<file path="config.mk">
export PLATFORM = sky130hd
export DESIGN_NAME = tmr_regs
export DESIGN_NICKNAME = d
export VERILOG_FILES = /design/src/tmr_pkg.sv /design/src/tmr_sticky.sv /design/src/tmr_regs.sv
export VERILOG_INCLUDE_DIRS = /design/src
export SDC_FILE = /design/constraint.sdc
export NUM_CORES = 1
export LEC_CHECK = 0
export BUFFER_PORTS_ARGS = -buffer_cell sky130_fd_sc_hd__buf_2
export CORE_UTILIZATION = 55
export CTS_CLUSTER_SIZE = 14
export DETAILED_ROUTE_END_ITERATION = 8
export GPL_TIMING_DRIVEN = 0
export PLACE_DENSITY = 0.84
export SLEW_MARGIN = 20
export SYNTH_ARGS = -nofsm -noshare
export SYNTH_HDL_FRONTEND = slang
export SYNTH_SLANG_ARGS = --single-unit
export TNS_END_PERCENT = 20
</file>
<file path="constraint.sdc">
create_clock -name ref_clk -period 6.6 [get_ports ref_clk]
set_clock_uncertainty 0.15 [all_clocks]
set_input_delay 0 -clock ref_clk [delete_from_list [all_inputs] [get_ports ref_clk]]
set_output_delay 0 -clock ref_clk [all_outputs]
set_load 0.01 [all_outputs]
</file>
<file path="src/tmr_params.svh">
// Purpose: Offsets, field positions, reset values for the timer status block.
// Assumes: Byte-wide register port, 6-bit offsets.
// Notes: Included by the main module only; the package does not include it.
// Functional notes
// - Compare buffer-valid bit sets on buffer write, clears on UPDATE.
// - Period buffer-valid bit sets on period buffer write, clears on UPDATE.
// - Buffer-valid set register: ones set bits, zeros leave them.
// - Action 0 counts rising event edges; action 1 counts both edges.
// - Action 2 counts prescaled ticks while the event line is high.
// - Action 3 counts ticks, up when event low, down when high.
// - Event count enable bit gates event-driven counting.
// - Enable bits 4,5,6 enable compare interrupts of channels 0,1,2.
// - Enable bit 0 enables the wrap interrupt.
// - Compare flag sets when the running count equals the channel's compare value.
// - Compare flags clear only by writing one; zero has no effect.
// - Wrap flag sets at TOP or BOTTOM as the waveform mode selects.
// - Wrap flag stays set until software writes one to it.
// - Run bit 0: halted debug stops counting and ignores events.
// - Run bit 1: timer keeps running during halted debug.
// - One shared staging byte serves all 16-bit registers, also directly.
// - Low byte at base offset, high byte at base plus one.
// - Software write to the count beats a hardware count step.
// - Period register gives TOP outside frequency mode and resets to all ones.
// - On UPDATE, compare registers with a valid buffer load from it unless update is locked.
// - Buffer-valid clear register: ones clear bits, zeros leave them.
`ifndef TMR_PARAMS_SVH
`define TMR_PARAMS_SVH
`define TMR_OFS_BV_CLR 6'h06
`define TMR_OFS_BV_SET 6'h07
`define TMR_OFS_EVENT_CONTROL 6'h09
`define TMR_OFS_IRQ_EN 6'h0A
`define TMR_OFS_IRQ_FLAGS 6'h0B
`define TMR_OFS_DBG 6'h0E
`define TMR_OFS_STAGING 6'h0F
`define TMR_OFS_CNT_LO 6'h20
`define TMR_OFS_CNT_HI 6'h21
`define TMR_OFS_TOP_LO 6'h26
`define TMR_OFS_TOP_HI 6'h27
`define TMR_BIT_EVENT_COUNT_ENABLE 0
`define TMR_BIT_EVENT_ACTION_SELECT_LO 1
`define TMR_BIT_EVENT_ACTION_SELECT_HI 2
`define TMR_BIT_IRQ_WRAP 0
`define TMR_BIT_IRQ_M0 4
`define TMR_BIT_IRQ_M2 6
`define TMR_BIT_RUN_HALT 0
`define TMR_RST_BYTE 8'h00
`define TMR_RST_CNT 16'h0000
`define TMR_RST_TOP 16'hFFFF
`endif

</file>
<file path="src/tmr_pkg.sv">
// Purpose: Types shared by the timer status block.
// Assumes: Encodings follow the event action and waveform mode fields.
// Notes: Constants live in tmr_params.svh.
package tmr_pkg;
   typedef enum logic [1:0] {
      TMR_EV_POSEDGE = 2'h0,
      TMR_EV_ANYEDGE = 2'h1,
      TMR_EV_HIGHLVL = 2'h2,
      TMR_EV_UPDOWN = 2'h3
   } tmr_event_action_select_t;
   typedef enum logic [2:0] {
      TMR_WG_NORMAL = 3'h0,
      TMR_WG_FRQ = 3'h1,
      TMR_WG_SINGLE = 3'h3,
      TMR_WG_DSTOP = 3'h5,
      TMR_WG_DSBOTH = 3'h6,
      TMR_WG_DSBOTTOM = 3'h7
   } tmr_waveform_mode_t;
endpackage : tmr_pkg

</file>
<file path="src/tmr_sticky.sv">
// Purpose: Vector of sticky status bits with set and clear strobes.
// Assumes: Set and clear come from logic on the same clock.
// Notes: Set wins over clear so an event in the clearing cycle survives.
`timescale 1ns/10ps
module tmr_sticky #(
   parameter int WIDTH = 4
) (
   input wire logic ref_clk,
   input wire logic resetn,
   input wire logic [WIDTH-1:0] set_bits,
   input wire logic [WIDTH-1:0] clr_bits,
   output logic [WIDTH-1:0] q
);
   always_ff @(posedge ref_clk) begin
      if (!resetn) begin
         q <= '0;
      end else begin
         q <= (q & ~clr_bits) | set_bits;
      end
   end
endmodule : tmr_sticky

</file>
<file path="src/tmr_regs.sv">
// Purpose: Status, event counting, flags, staging byte, count and period registers.
// Assumes: Byte register port with one access per cycle; read data one cycle later.
// Notes: Compare registers, buffers and direction live outside this block.
`timescale 1ns/10ps
`include "tmr_params.svh"
module tmr_regs (
   input wire logic ref_clk,
   input wire logic resetn,
   input wire logic [5:0] bus_addr,
   input wire logic bus_wr,
   input wire logic bus_rd,
   input wire logic [7:0] bus_wdata,
   output logic [7:0] bus_rdata,
   input wire logic timer_enable,
   input wire logic prescale_tick,
   input wire logic count_down,
   input wire logic [2:0] waveform_mode,
   input wire logic update_lock,
   input wire logic cpu_halted,
   input wire logic event_in,
   input wire logic [2:0] compare_buffer_write,
   input wire logic top_buffer_write,
   input wire logic [15:0] top_buffer,
   input wire logic [15:0] match_value0,
   input wire logic [15:0] match_value1,
   input wire logic [15:0] match_value2,
   output logic [15:0] counter_value,
   output logic [15:0] top_value,
   output logic [3:0] buffer_valid,
   output logic [2:0] compare_load,
   output logic top_hit,
   output logic bottom_hit,
   output logic irq_wrap,
   output logic [2:0] irq_match
);
   logic [15:0] counter_value_reg;
   logic [15:0] counter_value_next;
   logic [15:0] top_value_reg;
   logic [7:0] staging_reg;
   logic [7:0] rdata_reg;
   logic event_count_enable_reg;
   tmr_pkg::tmr_event_action_select_t event_action_select_reg;
   logic run_while_halted_reg;
   logic [3:0] irq_enable_reg;
   logic [3:0] irq_out_reg;
   logic [2:0] compare_load_reg;
   logic top_hit_reg;
   logic bottom_hit_reg;
   logic ev_meta_reg;
   logic ev_sync_reg;
   logic ev_prev_reg;
   logic [3:0] bv_q;
   logic [3:0] bv_set;
   logic [3:0] bv_clr;
   logic [3:0] flag_q;
   logic [3:0] flag_set;
   logic [3:0] flag_clr;
   logic running;
   logic step;
   logic step_down;
   logic [15:0] cur_top;
   logic at_top;
   logic at_bottom;
   logic hit_top;
   logic hit_bottom;
   logic update_cond;
   logic wrap_cond;
   logic load_now;
   logic ev_rise;
   logic ev_fall;
   logic wr_cnt_hi;
   logic wr_top_hi;

   // Event input crosses from outside the clock domain.
   always_ff @(posedge ref_clk) begin
      if (!resetn) begin
         ev_meta_reg <= 1'b0;
         ev_sync_reg <= 1'b0;
         ev_prev_reg <= 1'b0;
      end else begin
         ev_meta_reg <= event_in;
         ev_sync_reg <= ev_meta_reg;
         ev_prev_reg <= ev_sync_reg;
      end
   end

   assign ev_rise = ev_sync_reg & ~ev_prev_reg;
   assign ev_fall = ~ev_sync_reg & ev_prev_reg;

   // Halted debug freezes stepping unless the run bit is set, so edges seen meanwhile are dropped.
   assign running = timer_enable & (~cpu_halted | run_while_halted_reg);

   always_comb begin
      step = 1'b0;
      step_down = count_down;
      if (event_count_enable_reg) begin
         case (event_action_select_reg)
            tmr_pkg::TMR_EV_POSEDGE: step = ev_rise;
            tmr_pkg::TMR_EV_ANYEDGE: step = ev_rise | ev_fall;
            tmr_pkg::TMR_EV_HIGHLVL: step = prescale_tick & ev_sync_reg;
            tmr_pkg::TMR_EV_UPDOWN: begin
               step = prescale_tick;
               step_down = ev_sync_reg;
            end
            default: step = 1'b0;
         endcase
      end else begin
         step = prescale_tick;
      end
      if (!running) begin
         step = 1'b0;
      end
   end

   // Frequency mode takes TOP from channel 0, all other modes from the period.
   assign cur_top = (waveform_mode == tmr_pkg::TMR_WG_FRQ) ? match_value0 : top_value_reg;
   assign at_top = (counter_value_reg == cur_top);
   assign at_bottom = (counter_value_reg == 16'h0000);
   assign hit_top = step & ~step_down & at_top;
   assign hit_bottom = step & step_down & at_bottom;

   always_comb begin
      update_cond = 1'b0;
      wrap_cond = 1'b0;
      case (waveform_mode)
         tmr_pkg::TMR_WG_NORMAL, tmr_pkg::TMR_WG_FRQ: begin
            update_cond = hit_top;
            wrap_cond = hit_top;
         end
         tmr_pkg::TMR_WG_SINGLE, tmr_pkg::TMR_WG_DSBOTTOM: begin
            update_cond = hit_bottom;
            wrap_cond = hit_bottom;
         end
         tmr_pkg::TMR_WG_DSTOP: begin
            update_cond = hit_bottom;
            wrap_cond = hit_top;
         end
         tmr_pkg::TMR_WG_DSBOTH: begin
            update_cond = hit_top;
            wrap_cond = hit_top | hit_bottom;
         end
         default: begin
            update_cond = 1'b0;
            wrap_cond = 1'b0;
         end
      endcase
   end

   assign load_now = update_cond & ~update_lock;

   always_comb begin
      counter_value_next = counter_value_reg;
      if (step) begin
         if (step_down) begin
            counter_value_next = at_bottom ? cur_top : counter_value_reg - 16'h0001;
         end else begin
            counter_value_next = at_top ? 16'h0000 : counter_value_reg + 16'h0001;
         end
      end
   end

   assign wr_cnt_hi = bus_wr & (bus_addr == `TMR_OFS_CNT_HI);
   assign wr_top_hi = bus_wr & (bus_addr == `TMR_OFS_TOP_HI);

   always_ff @(posedge ref_clk) begin
      if (!resetn) begin
         counter_value_reg <= `TMR_RST_CNT;
      end else if (wr_cnt_hi) begin
         counter_value_reg <= {bus_wdata, staging_reg};
      end else begin
         counter_value_reg <= counter_value_next;
      end
   end

   always_ff @(posedge ref_clk) begin
      if (!resetn) begin
         top_value_reg <= `TMR_RST_TOP;
      end else if (wr_top_hi) begin
         top_value_reg <= {bus_wdata, staging_reg};
      end else if (load_now && bv_q[0]) begin
         top_value_reg <= top_buffer;
      end
   end

   // Shared staging byte: low writes park here, low reads stage the high byte.
   always_ff @(posedge ref_clk) begin
      if (!resetn) begin
         staging_reg <= `TMR_RST_BYTE;
      end else if (bus_wr) begin
         case (bus_addr)
            `TMR_OFS_STAGING, `TMR_OFS_CNT_LO, `TMR_OFS_TOP_LO: begin
               staging_reg <= bus_wdata;
            end
            default: staging_reg <= staging_reg;
         endcase
      end else if (bus_rd) begin
         case (bus_addr)
            `TMR_OFS_CNT_LO: staging_reg <= counter_value_reg[15:8];
            `TMR_OFS_TOP_LO: staging_reg <= top_value_reg[15:8];
            default: staging_reg <= staging_reg;
         endcase
      end
   end

   always_ff @(posedge ref_clk) begin
      if (!resetn) begin
         event_count_enable_reg <= 1'b0;
         event_action_select_reg <= tmr_pkg::TMR_EV_POSEDGE;
         irq_enable_reg <= 4'h0;
         run_while_halted_reg <= 1'b0;
      end else if (bus_wr) begin
         case (bus_addr)
            `TMR_OFS_EVENT_CONTROL: begin
               event_count_enable_reg <= bus_wdata[`TMR_BIT_EVENT_COUNT_ENABLE];
               event_action_select_reg <=
                  tmr_pkg::tmr_event_action_select_t'(bus_wdata[`TMR_BIT_EVENT_ACTION_SELECT_HI:`TMR_BIT_EVENT_ACTION_SELECT_LO]);
            end
            `TMR_OFS_IRQ_EN: begin
               irq_enable_reg <= {bus_wdata[`TMR_BIT_IRQ_M2:`TMR_BIT_IRQ_M0],
                                  bus_wdata[`TMR_BIT_IRQ_WRAP]};
            end
            `TMR_OFS_DBG: run_while_halted_reg <= bus_wdata[`TMR_BIT_RUN_HALT];
            default: run_while_halted_reg <= run_while_halted_reg;
         endcase
      end
   end

   // Buffer-valid bits: index 0 period, 1..3 compare channels 0..2.
   always_comb begin
      bv_set = {compare_buffer_write, top_buffer_write};
      bv_clr = {4{load_now}};
      if (bus_wr && bus_addr == `TMR_OFS_BV_SET) begin
         bv_set = bv_set | bus_wdata[3:0];
      end
      if (bus_wr && bus_addr == `TMR_OFS_BV_CLR) begin
         bv_clr = bv_clr | bus_wdata[3:0];
      end
   end

   tmr_sticky #(
      .WIDTH(4)
   ) u_buffer_valid (
      .ref_clk(ref_clk),
      .resetn(resetn),
      .set_bits(bv_set),
      .clr_bits(bv_clr),
      .q(bv_q)
   );

   // Flags: index 0 wrap, 1..3 match channels 0..2; hardware never clears them.
   always_comb begin
      flag_set[0] = wrap_cond;
      flag_set[1] = running & (counter_value_reg == match_value0);
      flag_set[2] = running & (counter_value_reg == match_value1);
      flag_set[3] = running & (counter_value_reg == match_value2);
      flag_clr = 4'h0;
      if (bus_wr && bus_addr == `TMR_OFS_IRQ_FLAGS) begin
         flag_clr = {bus_wdata[`TMR_BIT_IRQ_M2:`TMR_BIT_IRQ_M0],
                     bus_wdata[`TMR_BIT_IRQ_WRAP]};
      end
   end

   tmr_sticky #(
      .WIDTH(4)
   ) u_flags (
      .ref_clk(ref_clk),
      .resetn(resetn),
      .set_bits(flag_set),
      .clr_bits(flag_clr),
      .q(flag_q)
   );

   // Requests follow the flags one cycle late so every output is a flop.
   always_ff @(posedge ref_clk) begin
      if (!resetn) begin
         irq_out_reg <= 4'h0;
         compare_load_reg <= 3'h0;
         top_hit_reg <= 1'b0;
         bottom_hit_reg <= 1'b0;
      end else begin
         irq_out_reg <= flag_q & irq_enable_reg;
         compare_load_reg <= {3{load_now}} & bv_q[3:1];
         top_hit_reg <= hit_top;
         bottom_hit_reg <= hit_bottom;
      end
   end

   always_ff @(posedge ref_clk) begin
      if (!resetn) begin
         rdata_reg <= `TMR_RST_BYTE;
      end else if (bus_rd) begin
         case (bus_addr)
            `TMR_OFS_BV_CLR, `TMR_OFS_BV_SET: rdata_reg <= {4'h0, bv_q};
            `TMR_OFS_EVENT_CONTROL: rdata_reg <= {5'h00, event_action_select_reg,
                                           event_count_enable_reg};
            `TMR_OFS_IRQ_EN: rdata_reg <= {1'b0, irq_enable_reg[3:1], 3'h0,
                                           irq_enable_reg[0]};
            `TMR_OFS_IRQ_FLAGS: rdata_reg <= {1'b0, flag_q[3:1], 3'h0, flag_q[0]};
            `TMR_OFS_DBG: rdata_reg <= {7'h00, run_while_halted_reg};
            `TMR_OFS_STAGING: rdata_reg <= staging_reg;
            `TMR_OFS_CNT_LO: rdata_reg <= counter_value_reg[7:0];
            `TMR_OFS_TOP_LO: rdata_reg <= top_value_reg[7:0];
            `TMR_OFS_CNT_HI, `TMR_OFS_TOP_HI: rdata_reg <= staging_reg;
            default: rdata_reg <= 8'h00;
         endcase
      end
   end

   assign bus_rdata = rdata_reg;
   assign counter_value = counter_value_reg;
   assign top_value = top_value_reg;
   assign buffer_valid = bv_q;
   assign compare_load = compare_load_reg;
   assign top_hit = top_hit_reg;
   assign bottom_hit = bottom_hit_reg;
   assign irq_wrap = irq_out_reg[0];
   assign irq_match = irq_out_reg[3:1];
endmodule : tmr_regs

</file>
**Word level (Yosys, flattened, before mapping)**

Cells that the tools add are included.

- Bits in registers: 76
- Bits of input ports: 95
- Output and inout port bits: 53
- Logic and storage cells: 120

- Add/sub/neg operators: 2
- Equality and inequality tests: 24
- Multiplexer cells: 23
- Bitwise gates (word level): 32
- Reduce and logical (&&, ||, !) cells: 22

Operators by type and width:

| operator | number |
|---|---|
| $mux 16 | 8 |
| $eq 16x16->1 | 4 |
| $pmux 8 s8 | 1 |
| $eq 6x4->1 const B | 5 |
| $eq 6x6->1 const B | 4 |
| $mux 8 | 3 |
| $add 16x1->16 const B | 1 |
| $logic_not 16->1 | 1 |
| $or 4x4->4 | 4 |
| $pmux 8 s2 | 1 |
| $sub 16x1->16 const B | 1 |
| $reduce_or 3->1 | 5 |
| $and 1x1->1 | 14 |
| $and 4x4->4 | 3 |
| $eq 6x3->1 const B | 2 |
| $mux 4 | 3 |
| $eq 3x3->1 const B | 3 |
| $not 4->4 | 2 |
| $reduce_and 2->1 | 3 |
| $reduce_bool 2->1 | 3 |
| $not 1->1 | 5 |
| $eq 2x2->1 const B | 2 |
| $logic_and 1x1->1 | 4 |
| $mux 1 | 4 |
| other kinds (14) | 17 |

**Longest topological paths before layout**

- Depth after elaboration: 15
- Gate-level depth with buffers: 12
- Depth with buffers taken out: 9

**Cells and area by module**

Synthesis repeated with hierarchy kept, for this count alone.

- Cell total of the unflattened synthesis: 748
- Area, all modules: 5,810.6 um^2

Modules (own cells, without submodules):

| module | times used | cells an instance | area an instance (um^2) | sequential area each (um^2) |
|---|---|---|---|---|
| tmr_regs | 1 | 724 | 5,480.3 | 1,361.3 |
| tmr_sticky | 2 | 12 | 165.2 | 80.1 |

**Worst setup path before layout**

Ideal clock, no wire load.

- Path type: register to register
- Start point: register counter_value_reg[1] (netlist: counter_value[1])
- End point: register counter_value_reg[12] (netlist: counter_value[12])
- Setup time: 119 ps
- Arrival time: 2,755 ps
- Required time: 6,331 ps
- Slack: 3,576 ps
- Stages on the path, launching flop included: 13
- Buffers on the path: 3
- Period minus slack after synthesis: 3,024 ps
- Cells stage by stage: dfxtp_1 -> clkbuf_1 -> inv_1 -> ha_1 -> nor3b_1 -> and4_1 -> clkbuf_1 -> nand2_1 -> clkbuf_1 -> o211a_1 -> o31ai_1 -> a21oi_1 -> o221a_2

- Longest elaborated chain between the ends: 5
- Elaborated cells on any way between the ends: 9
- Those cells by class: add/sub (2); eq/ne (1); mux (5); reduce/logical (1)

RTL lines:

| item | line | text |
|---|---|---|
| start: declaration | tmr_regs.sv:36 | `logic [15:0] counter_value_reg;` |
| start signal: assignment | tmr_regs.sv:167 | `` counter_value_reg <= `TMR_RST_CNT; `` |
| start signal: assignment | tmr_regs.sv:169 | `counter_value_reg <= {bus_wdata, staging_reg};` |
| start signal: assignment | tmr_regs.sv:171 | `counter_value_reg <= counter_value_next;` |
| $add 16x1->16, or another cell as far along | tmr_regs.sv:157 | `counter_value_next = at_top ? 16'h0000 : counter_value_reg + 16'h0001;` |
| $mux 16 (on tied branches) | tmr_regs.sv:157, tmr_regs.sv:155 |  |
| $mux 16 * | tmr_regs.sv:154 | `if (step_down) begin` |
| $mux 16 * | tmr_regs.sv:153 | `if (step) begin` |
| $mux 16 * | tmr_regs.sv:168 | `end else if (wr_cnt_hi) begin` |

Every way passes the cells marked *; elsewhere a longest branch is shown, timed or not. The select of a mux whose other input is x is not followed.
A chain may end at the register's enable or synchronous reset.

**Worst setup path after layout**

- Start point: input port waveform_mode[1]
- End point: register u_buffer_valid.q[1]

- Longest elaborated chain between the ends: 11
- Elaborated cells on any way between the ends: 18
- Those cells by class: eq/ne (6); mux (3); bitwise (6); reduce/logical (3)

RTL lines:

| item | line | text |
|---|---|---|
| start: declaration | tmr_regs.sv:17 | `input wire logic [2:0] waveform_mode,` |
| $eq 3x1->1 | tmr_regs.sv:116, tmr_regs.sv:125 |  |
| $mux 16 | tmr_regs.sv:116 | `assign cur_top = (waveform_mode == tmr_pkg::TMR_WG_FRQ) ? match_value0 : top_value_reg;` |
| $eq 16x16->1 | tmr_regs.sv:117 | `assign at_top = (counter_value_reg == cur_top);` |
| $and 1x1->1 | tmr_regs.sv:119 | `assign hit_top = step & ~step_down & at_top;` |
| $pmux 1 s2 * | tmr_regs.sv:125 | `case (waveform_mode)` |
| $and 1x1->1 * | tmr_regs.sv:149 | `assign load_now = update_cond & ~update_lock;` |
| $or 4x4->4 | tmr_regs.sv:236 | `bv_clr = bv_clr \| bus_wdata[3:0];` |
| $mux 4 * | tmr_regs.sv:235 | `` if (bus_wr && bus_addr == `TMR_OFS_BV_CLR) begin `` |
| $not 4->4 * | tmr_sticky.sv:18 | `q <= (q & ~clr_bits) \| set_bits;` |
| $and 4x4->4 * | tmr_sticky.sv:18 |  |
| $or 4x4->4 * | tmr_sticky.sv:18 |  |
| end signal: assignment | tmr_sticky.sv:18 |  |
| end: declaration | tmr_sticky.sv:12 | `output logic [WIDTH-1:0] q` |

Every way passes the cells marked *; elsewhere a longest branch is shown, timed or not.

==> reports/metrics.csv <==
stage,metric,value,unit
setup_path,startpoint types,input port,
setup_path,Worst Path Max Fanout,10,
sta,Finish-stage setup viols,0,
logic_synthesis,"Primary FF master, synth",dfxtp_1,
clock_tree,post-CTS setup buffer count,0,
global_route,first-pass GRT wire length,44.4,mm
floorplanning,core area,10500,sq um
route,vias,8172,
placement,Final HPWL DP,20.4,mm
power_and_ir_drop,PwrDens,159,nW/um^2
floorplanning,Die X,107,microns
route,post-DR vias/cell,7.08,
logic_synthesis,Yosys Warn Count,0,
logic_synthesis,Yosys reg bits,76,
logic_synthesis,Netlist Area Pre-Place,6060,sq um
sta,worst slew pin tran,1180,ps
logic_synthesis,Mapped Avg Cell Area,7.39,sq um
power_and_ir_drop,register share of total power,0.401,
setup_path,CP Data Arrival Time,4520,ps
layout,Non-Filler Instances,1154,
clock_tree,CTS tree,done,
route,DRT Wirelength,30.4,mm
sta,Rel. slew slack,0.194,
clock_tree,Clock Pin Slew Worst Setup and Hold Paths,90,ps
clock_tree,# clock sinks,76,
logic_synthesis,Synth Net Count,918,
power_and_ir_drop,Switching Share,0.377,
power_and_ir_drop,net switching power figure,0.000454,W
logic_synthesis,Post-synth EDFFs,0,
power_and_ir_drop,Pint,0.000750,W
logic_synthesis,Post-synth ARST share,0,
global_route,Total GRT Usage,0.531,
sta,RSZ-0062 raised after global routing,no,
layout,Ant. Diodes,0,
power_and_ir_drop,share of power burned in the clock network,0.296,
power_and_ir_drop,Comb power frac,0.304,
placement,Final GP Congestion,1.03,
clock_tree,H-tree depth,3,
route,DRT iter0 DRCs,1286,
route,Post-DRT Antenna Nets,0,
global_route,largest net degree at the start of global routing,14,
min_path,Hold WC Path Type,in -> reg,
floorplanning,num ports,148,
sta,fin crit share,0.664,
sta,Final Max Slew Viols,0,
min_path,Hold Path Depth,6,
layout,nets,1112,
power_and_ir_drop,Peak VDD IR,0.144,mV
sta,Final Hold Fails,0,
layout,final core area utilization,0.720,
global_route,Overflow after GRT,0,
sta,Final min period,4390,ps
route,DR WL/cell,26.4,microns
clock_tree,Clock Latency Late Sink,390,ps
setup_path,R2R cell count,9,
status,run status,"finished, final reports clean",
setup_path,CP Data Required Time,6730,ps
placement,placed insts,1095,
setup_path,Setup crit end kind,flop,
placement,Port Buffer Count,139,
global_route,initial antenna violation count,0,
layout,Syn-to-layout area delta,24.8,%
layout,fraction of layout cells with a size suffix above 1,0.182,
floorplanning,full die area,11400,sq um
route,DRC,0,
floorplanning,FP Rows,37,
sta,fmax,0.228,GHz
global_route,vias in the first global route,7666,
job,max-cap violation count,0,
setup_path,WS Path Type,in -> reg,
power_and_ir_drop,Pleak,3.01,nW
layout,"commonest non-fill, non-tap cell in the layout",buf_2,
logic_synthesis,synthesized instance count,820,
clock_tree,clk buf depth,2,
logic_synthesis,sequential-to-total area share from yosys stat,0.251,
floorplanning,die height,107,microns
layout,Fill cells,811,
clock_tree,cts bufs inserted,9,
layout,most frequent cells in the layout,"buf_2 (140), nand2_1 (81), dfxtp_1 (76)",
route,drt first pass iters,7,
floorplanning,Starting Density,0.576,
power_and_ir_drop,Total Power,0.00120,W
clock_tree,Root Buffer,clkbuf_8,
logic_synthesis,Unique masters post-synth,74,
sta,setup tns final,0,ps
synth_stat cells, types with 12 or more instances:
cell type,instances,share of area
inv_1,45,0.028
nor3_1,17,0.014
nor2b_1,20,0.021
nand2_1,81,0.050
nor2_1,40,0.025
xnor2_1,40,0.058
nor4_1,13,0.013
nand2b_1,14,0.014
dfxtp_1,76,0.25
a31oi_1,24,0.025
clkbuf_1,59,0.037
mux2i_1,40,0.066
o21a_1,12,0.015
xor2_1,13,0.019
nand3_1,30,0.025
o21ai_0,46,0.038
nand4_1,14,0.014
a21oi_1,65,0.054
metal layers:
metal | wire length [microns] | track usage | vias up
met5 | 0 | 0 | -
li1 | - | - | 3381
met1 | 10500 | 0.645 | 3637
met4 | 2570 | 0.361 | 0
met3 | 5020 | 0.211 | 255
met2 | 12300 | 0.764 | 899
power by group through the flow:
stage          Sequential [W]  Combinational (W)  Clock, W
5_1_grt              0.000483           0.000381  0.000361
3_5_place_dp         0.000492           0.000319         0
3_3_place_gp         0.000492           0.000318         0
2_1_floorplan        0.000490           0.000199         0
4_1_cts              0.000481           0.000340  0.000342
6_report             0.000483           0.000366  0.000356
kinds of logic after synthesis:
family | after synthesis | share of synthesized area
AND/OR/NAND/NOR | 284 | 0.243
AO/OA/AOI/OAI | 252 | 0.283
buffers and inverters | 110 | 0.0702
flip-flops | 76 | 0.251
XOR/XNOR | 53 | 0.0766
multiplexers | 42 | 0.0698
adder cells (fa/ha/maj) | 3 | 0.00620
per-stage QoR:
stage	setup WS, ps	hold slack [ps]	area (sq um)
6_report	2210	22.7	7560
5_1_grt	2180	43.3	7560
4_1_cts	2520	22.5	7550
3_5_place_dp	2690	61.9	6940
3_3_place_gp	2670	60.0	6920
2_1_floorplan	3580	-22.7	6060
critical path, cell delays in order:
cell and delay (ps):
dlygate4sd3_1 540, buf_2 160, or3b_1 450, clkbuf_1 250, a2111oi_0 1060, o21ba_2 280
and2_1 200, o41ai_4 650, a21oi_1 170, o21a_1 200, dlygate4sd3_1 550
final timing paths:
path                          start                   to  slack (ps)
setup / recovery   waveform_mode[1]  u_buffer_valid.q[1]        2210
hold / removal      match_value2[7]         u_flags.q[3]          20
setup reg to reg  counter_value[13]         u_flags.q[0]        2250
hold reg to reg         ev_meta_reg          ev_sync_reg         290
area by class of cell:
| type | instances | area [sq um] | share of cell area |
|---|---|---|---|
| Tap cell | 136 | 170 | 0.0225 |
| Inverter | 45 | 169 | 0.0223 |
| Multi-Input combinational cell | 634 | 4130 | 0.547 |
| Timing Repair Buffer | 183 | 1140 | 0.150 |
| Clock buffer | 10 | 138 | 0.0182 |
| Sequential cell | 76 | 1520 | 0.201 |
| Clock inverter | 5 | 37.5 | 0.00496 |
| Buffer | 65 | 256 | 0.0339 |
timing repair:
| action | 4_1_cts | 5_1_grt |
|---|---|---|
| hold endpoints to repair | 55 | 0 |
| hold buffers | 44 | 0 |
| gates resized for setup | 0 | 0 |
No activity file was read; power rests on OpenSTA's default activity.
